$ cat src/hw/pbs_params.svh
// timing and count constants for the power button sequencer
`ifndef PBS_PARAMS_SVH
`define PBS_PARAMS_SVH

// ****************************************
// clock and times
// ****************************************
`define PBS_CLK_HZ       10000000
`define PBS_SUPPRESS_S   15
`define PBS_HOLD_S       5
`define PBS_DEBOUNCE_US  10000
`define PBS_US_PER_S     1000000

// ****************************************
// counts and widths
// ****************************************
`define PBS_BEEPS_NEEDED 2'h2
`define PBS_CNT_W        28
`define PBS_SYNC_W       2
`define PBS_NUM_BTN      2

`endif

$ cat src/hw/pbs_pkg.sv
// types shared by the power button sequencer
package pbs_pkg;

    // ****************************************
    // sequencer states
    // ****************************************
    typedef enum logic [2:0] {
        ST_OFF,
        ST_ON,
        ST_STOP_MEAS,
        ST_WAIT_REC,
        ST_WAIT_XFER,
        ST_PWR_DOWN
    } seq_state_t;

    // ****************************************
    // status from the embedded host logic
    // ****************************************
    typedef struct packed {
        logic meas_running;
        logic rec_busy;
        logic xfer_busy;
        logic save_err;
        logic beep;
        logic wake_req;
        logic shutdown_req;
    } host_status_t;

    // ****************************************
    // control lines to the module
    // ****************************************
    typedef struct packed {
        logic power_en;
        logic on_led;
        logic stop_meas;
        logic meas_cancel;
        logic restore;
        logic error_indicator;
        logic overtemp_evt;
        logic wake_suppressed;
    } seq_ctrl_t;

endpackage

$ cat src/hw/power_button_state_sequencer.sv
// power button supervisor and orderly shutdown sequencer
`timescale 1ns/1ns
`include "pbs_params.svh"

module power_button_state_sequencer
    import pbs_pkg::*;
#(
    parameter int DEB_CYC      = (`PBS_DEBOUNCE_US * (`PBS_CLK_HZ / `PBS_US_PER_S)),
    parameter int HOLD_CYC     = (`PBS_HOLD_S * `PBS_CLK_HZ),
    parameter int SUPPRESS_CYC = (`PBS_SUPPRESS_S * `PBS_CLK_HZ)
) (
    // clock and reset
    input  wire logic         clk_sys_i,
    input  wire logic         sys_rst_i,
    // button and sensor pins
    input  wire logic         front_btn_i,
    input  wire logic         remote_button_input_i,
    input  wire logic         overtemp_i,
    // host status
    input  wire host_status_t host_status_i,
    // control outputs
    output seq_ctrl_t         ctrl_o
);

    localparam int CW = `PBS_CNT_W;

    // ****************************************
    // elaboration checks
    // ****************************************
    // counters are CW bits wide and never count past their set value; bigger settings cannot be served
    if (DEB_CYC < 1 || DEB_CYC >= (2 ** CW)) begin : g_bad_deb
        $error("debounce count out of range");
    end
    if (HOLD_CYC < 2 || HOLD_CYC >= (2 ** CW)) begin : g_bad_hold
        $error("hold count out of range");
    end
    if (SUPPRESS_CYC < 1 || SUPPRESS_CYC >= (2 ** CW)) begin : g_bad_supp
        $error("suppress count out of range");
    end

    // ****************************************
    // pin synchronisers
    // ****************************************
    logic [`PBS_NUM_BTN-1:0] btn_raw;
    logic [`PBS_NUM_BTN-1:0] btn_m_r;
    logic [`PBS_NUM_BTN-1:0] btn_s_r;
    logic                    ot_m_r;
    logic                    ot_s_r;

    assign btn_raw = {remote_button_input_i, front_btn_i};

    // two stages per pin; first stage feeds only the second
    always_ff @(posedge clk_sys_i) begin
        if (sys_rst_i) begin
            btn_m_r <= '0;
            btn_s_r <= '0;
            ot_m_r  <= 1'b0;
            ot_s_r  <= 1'b0;
        end else begin
            btn_m_r <= btn_raw;
            btn_s_r <= btn_m_r;
            ot_m_r  <= overtemp_i;
            ot_s_r  <= ot_m_r;
        end
    end

    // ****************************************
    // debounce, one filter per button
    // ****************************************
    logic [`PBS_NUM_BTN-1:0] deb_r;

    genvar gi;
    generate
        for (gi = 0; gi < `PBS_NUM_BTN; gi++) begin : g_deb
            logic [CW-1:0] cnt_r;
            logic [CW-1:0] cnt_nxt;
            logic          lvl_r;
            logic          lvl_nxt;

            assign deb_r[gi] = lvl_r; // one driver per bit of the shared vector

            // level only moves after the pin held its new value DEB_CYC cycles
            always_comb begin
                cnt_nxt = '0;
                lvl_nxt = lvl_r;
                if (btn_s_r[gi] != lvl_r) begin
                    if (cnt_r == CW'(DEB_CYC - 1)) begin
                        lvl_nxt = btn_s_r[gi];
                    end else begin
                        cnt_nxt = cnt_r + 1'b1;
                    end
                end
            end

            always_ff @(posedge clk_sys_i) begin
                if (sys_rst_i) begin
                    cnt_r     <= '0;
                    lvl_r     <= 1'b0;
                end else begin
                    cnt_r     <= cnt_nxt;
                    lvl_r     <= lvl_nxt;
                end
            end
        end
    endgenerate

    // ****************************************
    // press duration measurement
    // ****************************************
    logic          pressed;
    logic          pressed_d_r;
    logic [CW-1:0] held_r;
    logic [CW-1:0] held_nxt;
    logic          long_done_r;
    logic          long_done_nxt;
    logic          brief_r;
    logic          brief_nxt;
    logic          long_r;
    logic          long_nxt;

    // either button counts; both pressed at once is one press
    assign pressed = |deb_r;

    // brief fires on release before the hold time, long fires once at it
    always_comb begin
        held_nxt      = '0;
        long_done_nxt = long_done_r;
        brief_nxt     = 1'b0;
        long_nxt      = 1'b0;
        if (pressed) begin
            if (!long_done_r) begin
                held_nxt = held_r + 1'b1;
                if (held_r == CW'(HOLD_CYC - 1)) begin
                    long_nxt      = 1'b1;
                    long_done_nxt = 1'b1;
                end
            end
        end else begin
            long_done_nxt = 1'b0;
            // release after a long hold is not a brief press
            if (pressed_d_r && !long_done_r) begin
                brief_nxt = 1'b1;
            end
        end
    end

    always_ff @(posedge clk_sys_i) begin
        if (sys_rst_i) begin
            pressed_d_r <= 1'b0;
            held_r      <= '0;
            long_done_r <= 1'b0;
            brief_r     <= 1'b0;
            long_r      <= 1'b0;
        end else begin
            pressed_d_r <= pressed;
            held_r      <= held_nxt;
            long_done_r <= long_done_nxt;
            brief_r     <= brief_nxt;
            long_r      <= long_nxt;
        end
    end

    // ****************************************
    // sequencer
    // ****************************************
    seq_state_t    state_r;
    seq_state_t    state_nxt;
    seq_ctrl_t     ctrl_r;
    seq_ctrl_t     ctrl_nxt;
    logic [CW-1:0] supp_r;
    logic [CW-1:0] supp_nxt;
    logic [1:0]    beeps_r;
    logic [1:0]    beeps_nxt;
    logic          restore_pend_r;
    logic          restore_pend_nxt;
    logic          ot_lock_r;
    logic          ot_lock_nxt;
    logic          wake_ok;
    logic          confirmed;

    assign wake_ok   = host_status_i.wake_req && (supp_r == '0);
    assign confirmed = host_status_i.meas_running && (beeps_r == `PBS_BEEPS_NEEDED);

    always_comb begin
        state_nxt        = state_r;
        ctrl_nxt         = ctrl_r;
        supp_nxt         = (supp_r != '0) ? supp_r - 1'b1 : supp_r;
        beeps_nxt        = beeps_r;
        restore_pend_nxt = restore_pend_r;
        ot_lock_nxt      = ot_lock_r;
        // single-cycle strobes
        ctrl_nxt.meas_cancel  = 1'b0;
        ctrl_nxt.restore      = 1'b0;
        ctrl_nxt.overtemp_evt = 1'b0;

        // beeps count only while a measurement runs in the on state
        if (state_r != ST_ON || !host_status_i.meas_running) begin
            beeps_nxt = '0;
        end else if (host_status_i.beep && beeps_r != `PBS_BEEPS_NEEDED) begin
            beeps_nxt = beeps_r + 1'b1;
        end

        // a failed save during switch-off marks the file and goes on
        if (host_status_i.save_err && state_r != ST_OFF && state_r != ST_ON) begin
            ctrl_nxt.error_indicator = 1'b1;
            restore_pend_nxt         = 1'b1;
        end

        case (state_r)
            ST_OFF: begin
                // lock lifts only when the sensor reads normal again
                if (!ot_s_r) begin
                    ot_lock_nxt = 1'b0;
                end
                if (!ot_lock_r && !ot_s_r && (brief_r || wake_ok)) begin
                    state_nxt                = ST_ON;
                    ctrl_nxt.power_en        = 1'b1;
                    ctrl_nxt.on_led          = 1'b1;
                    ctrl_nxt.error_indicator = 1'b0;
                    ctrl_nxt.restore         = restore_pend_r;
                    restore_pend_nxt         = 1'b0;
                    if (brief_r) begin
                        supp_nxt = CW'(SUPPRESS_CYC);
                    end
                end
            end
            ST_ON: begin
                // press acts at once, no state-change delay in this path
                if (brief_r && confirmed) begin
                    ctrl_nxt.meas_cancel = 1'b1;
                end else if (brief_r) begin
                    state_nxt          = ST_STOP_MEAS;
                    ctrl_nxt.stop_meas = 1'b1;
                    ctrl_nxt.on_led    = 1'b0;
                    supp_nxt           = CW'(SUPPRESS_CYC);
                end else if (host_status_i.shutdown_req) begin
                    state_nxt          = ST_STOP_MEAS;
                    ctrl_nxt.stop_meas = 1'b1;
                    ctrl_nxt.on_led    = 1'b0;
                end
            end
            ST_STOP_MEAS: begin
                // step one: wait for the measurement to stop
                if (!host_status_i.meas_running) begin
                    state_nxt = ST_WAIT_REC;
                end
            end
            ST_WAIT_REC: begin
                // step two: recording flushed
                if (!host_status_i.rec_busy) begin
                    state_nxt = ST_WAIT_XFER;
                end
            end
            ST_WAIT_XFER: begin
                // step three: port transfer finished
                if (!host_status_i.xfer_busy) begin
                    state_nxt         = ST_PWR_DOWN;
                    ctrl_nxt.power_en = 1'b0;
                end
            end
            ST_PWR_DOWN: begin
                state_nxt          = ST_OFF;
                ctrl_nxt.stop_meas = 1'b0;
            end
            default: begin
                state_nxt = ST_OFF;
            end
        endcase

        // overtemperature cuts power like a supply loss, before anything else
        if (ot_s_r && state_r != ST_OFF) begin
            state_nxt             = ST_OFF;
            ctrl_nxt.power_en     = 1'b0;
            ctrl_nxt.on_led       = 1'b0;
            ctrl_nxt.stop_meas    = 1'b0;
            ctrl_nxt.meas_cancel  = 1'b0;
            ctrl_nxt.overtemp_evt = 1'b1;
            ot_lock_nxt           = 1'b1;
            restore_pend_nxt      = 1'b1;
        end else if (long_r && state_r != ST_OFF) begin
            // hard shutdown: nothing is waited for, data may be partial
            state_nxt            = ST_OFF;
            ctrl_nxt.power_en    = 1'b0;
            ctrl_nxt.on_led      = 1'b0;
            ctrl_nxt.stop_meas   = 1'b0;
            ctrl_nxt.meas_cancel = 1'b0;
            restore_pend_nxt     = 1'b1;
        end

        // suppression of other wake triggers is visible for the host event logic
        ctrl_nxt.wake_suppressed = (supp_nxt != '0);
    end

    always_ff @(posedge clk_sys_i) begin
        if (sys_rst_i) begin
            state_r        <= ST_OFF;
            ctrl_r         <= '0;
            supp_r         <= '0;
            beeps_r        <= '0;
            restore_pend_r <= 1'b0;
            ot_lock_r      <= 1'b0;
        end else begin
            state_r        <= state_nxt;
            ctrl_r         <= ctrl_nxt;
            supp_r         <= supp_nxt;
            beeps_r        <= beeps_nxt;
            restore_pend_r <= restore_pend_nxt;
            ot_lock_r      <= ot_lock_nxt;
        end
    end

    // ****************************************
    // outputs
    // ****************************************
    // every field comes straight from ctrl_r
    assign ctrl_o = ctrl_r;

endmodule

$ cat config.mk
export PLATFORM = sky130hd
export DESIGN_NAME = power_button_state_sequencer
export DESIGN_NICKNAME = d
export VERILOG_FILES = /design/src/hw/pbs_pkg.sv /design/src/hw/power_button_state_sequencer.sv
export VERILOG_INCLUDE_DIRS = /design/src /design/src/hw
export SDC_FILE = /design/constraint.sdc
export NUM_CORES = 1
export LEC_CHECK = 0
export BUFFER_PORTS_ARGS = -buffer_cell sky130_fd_sc_hd__buf_4
export CORE_ASPECT_RATIO = 0.7
export CORE_MARGIN = 2
export CORE_UTILIZATION = 57
export DETAILED_ROUTE_END_ITERATION = 8
export HOLD_SLACK_MARGIN = 0.15
export PLACE_DENSITY = 0.8
export SLEW_MARGIN = 20
export SYNTH_ARGS = -nofsm -noshare
export SYNTH_HDL_FRONTEND = slang
export SYNTH_SLANG_ARGS = --single-unit
$ cat constraint.sdc
create_clock -name clk_sys_i -period 3.1 [get_ports clk_sys_i]
set_input_delay 0.465 -clock clk_sys_i [delete_from_list [all_inputs] [get_ports clk_sys_i]]
set_output_delay 0.465 -clock clk_sys_i [all_outputs]
set_load 0.02 [all_outputs]
==> impl_metrics.toml <==
[run_status]
status = "complete, no violations"

[placed_design]
routabilityCongestion = 0.928
hpwl_mm = 8.94
post_dp_cell_area_sq_um = 6430
post-place-cells = 855
port_buffers = 19

[logic_synthesis]
seq_area_frac_synth = 0.452
synth_top_area_frac = 0.452
synth_most_common_cell = "nor2_1"
synthArstFlopShare = 0
synth.distinct_cells = 51
ys_top_cells_by_area = "dfxtp_1 45%, nor2_1 8.5%, xor2_1 7.7%"
synth_fp_nets = 739
synth.largest_area_cell = "dfxtp_1"
synth_edf_count = 0
synth_seq_cells = 139
syn_inst = 720
synth_top_flop_cell = "dfxtp_1"
avgSynthCellArea_sq_um = 8.56
netlist_area_sq_um = 6160
ys_top_cells_by_count = "140 x nor2_1, 139 x dfxtp_1, 54 x xor2_1"
ys_warn_count = 0

[die]
die-area_sq_um = 11700
die_h_microns = 91.0
num_rows = 31
die_x_microns = 128
start_util = 0.590
ios = 20
design.core.area_sq_um = 10400

[routing]
vias = 5086
drc_errors = 0
via_per_inst = 5.73
drtAntennaViolNets = 0
drt_iter0_drc = 296
drt_wl_total_mm = 13.0
routedWlPerCell_microns = 14.6
drtPass1Iterations = 5

[grt]
met1_usage = 0.314
grtUsageMet3 = 0.0466
first_global_vias = 4782
use_met2 = 0.364
busiest_layer = "met2"
grt_overflow = 0
grtUsageTotal = 0.231
grt_pass1_wl_mm = 21.8
grt_max_degree = 35
antenna_found_initial = 0

[timing]
finalCriticalPeriod_ns = 2.72
hold_viol_final = 0
rsz0062_at_grt = "false"
fin_crit_sh = 0.877
finalSetupTns_ns = 0
max_slew_margin = 0.362
worst_pin_slew_ns = 0.957
fmax_mhz = 368
slew_violations = 0
setup_viol = 0
fin_skew_ns = 0.00538
fin_hold_ws_ns = 0.269

[clock_network]
cts_tree = "done"
cts.path.max_buffers = 2
cts_num_sinks = 139
cts_made_buffers = 17
clk_latency_ns = 0.41
post_cts_buffers = 0
h-tree-depth = 4
ctsRootBufferMaster = "clkbuf_16"
cts_hold_buf = 0
cts.repair.resized = 0
clkTransAtPathRegs_ns = 0.06

[cells_and_area]
fin_area_sq_um = 7100
areaGrowthSynthToFinish_pct = 15.2
layout.cells.non_filler = 887
drive_above_1_share = 0.0887
num_antenna_cells = 0
final_nets = 761

[job]
cap_viol_max_count = 0

[pwr]
peakVddDrop_mv = 0.498
p_leak_nw = 2.50
power-per-cell-area_nw_per_um2 = 896

[min_path]
hold_start = "remote_button_input_i"
whs_endpoint = "btn_m_r[1]$_SDFF_PP0_"
min_path_cells = 2
min_path_type = "input port to flip-flop"

[setup_path]
r2r-start = "supp_r[17]$_SDFF_PP0_"
critPathArrivalTime_ns = 3.00
r2r_cells = 7
slowest_stage = "or4_4"
end_kind = "flip-flop"
crit_fanout = 6
r2r_end = "ctrl_o[0]$_SDFF_PP0_"
worstSetupPathType = "flip-flop to flip-flop"
worst-r2r-setup-slack_ns = 0.38
cpMostUsedCell = "or3_4"
cpPeakStageDelay_ns = 0.56
crit_chain = "or4_4, or3_4, or3_4, mux2_4, o2111ai_2, nor4bb_1, a41oi_2"
cp-start-kind = "flip-flop"
worstPathRequired_ns = 3.38
[logic make-up (layout without fill, tap and decap cells)]
logic type,count (synthesis),after routing,share of synthesized area
adders and majority gates,7,7,0.0142
and+or+nand+nor,372,372,0.301
DFF,139,139,0.452
xor gates and xnor gates,94,94,0.134
AOI/OAI and AO/OA,63,63,0.0656
buffers and inverters,40,75,0.0246
muxes,5,5,0.00894
[metrics by stage]
step / power [W] / utilization / setup slack [ns]
after floorplan: 0.00360 / - / 0.496
after global placement: 0.00404 / 0.616 / 0.421
after detailed placement: 0.00406 / 0.616 / 0.378
after CTS: 0.00634 / 0.680 / 0.385
after global routing: 0.00667 / 0.680 / 0.273
final: 0.00636 / 0.680 / 0.380
[registers in the layout, indices dropped and copies added, names as in the netlist, 2 cells and up]
name,flops
beeps_r,2
btn_m_r,2
btn_s_r,2
ctrl_o,8
g_deb.cnt_r,56
g_deb.lvl_r,2
held_r,28
state_r,3
supp_r,28
[metal layers]
| layer | wire (microns) | up-vias |
|---|---|---|
| li1 | - | 2535 |
| met1 | 6180 | 2396 |
| met2 | 5930 | 139 |
| met3 | 695 | 16 |
| met4 | 146 | 0 |
| met5 | 0 | - |
[report_power, final]
group	switching, W	total [W]	internal [W]
clock	0.000773	0.00225	0.00148
combinational	0.00109	0.00191	0.000828
sequential	0.000219	0.00219	0.00197
total	0.00208	0.00636	0.00428
[cell type report]
| cell class | instances | area [sq um] |
|---|---|---|
| clock inverters | 13 | 213 |
| clock buffers | 19 | 453 |
| well taps | 132 | 165 |
| repair buffers | 25 | 188 |
| inverters | 18 | 67.6 |
| fillers | 775 | 3340 |
| multi-input cells | 541 | 3230 |
| flip-flops and latches | 139 | 2780 |
[critical path, delay by kind of cell (launching register included)]
kind             cells  cell delay [ns]
flip-flops           1             0.33
AO/OA/AOI/OAI        2             0.26
multiplexers         1             0.22
AND/OR/NAND/NOR      4             1.78
[placed cells by master, fill, tap and decap left out, types with 20 or more instances in the layout]
master | netlist | routed
a21oi_1 | 22 | 22
xor2_1 | 54 | 54
nor2_1 | 140 | 140
and3_1 | 22 | 22
xnor2_1 | 40 | 40
nand3_1 | 35 | 35
nand2_1 | 50 | 50
dfxtp_1 | 139 | 139
buf_4 | 0 | 25
nor4_1 | 20 | 20
[worst max-delay path by stage]
stage                               start                    to  cells after the start
floorplan           supp_r[17]$_SDFF_PP0_  ctrl_o[0]$_SDFF_PP0_                      7
detailed placement  supp_r[17]$_SDFF_PP0_  ctrl_o[0]$_SDFF_PP0_                      7
global placement    supp_r[17]$_SDFF_PP0_  ctrl_o[0]$_SDFF_PP0_                      7
CTS                 supp_r[17]$_SDFF_PP0_  ctrl_o[0]$_SDFF_PP0_                      7
global route         supp_r[0]$_SDFF_PP0_  ctrl_o[0]$_SDFF_PP0_                     10
finish              supp_r[17]$_SDFF_PP0_  ctrl_o[0]$_SDFF_PP0_                      7
No activity file was read; power rests on OpenSTA's default activity.
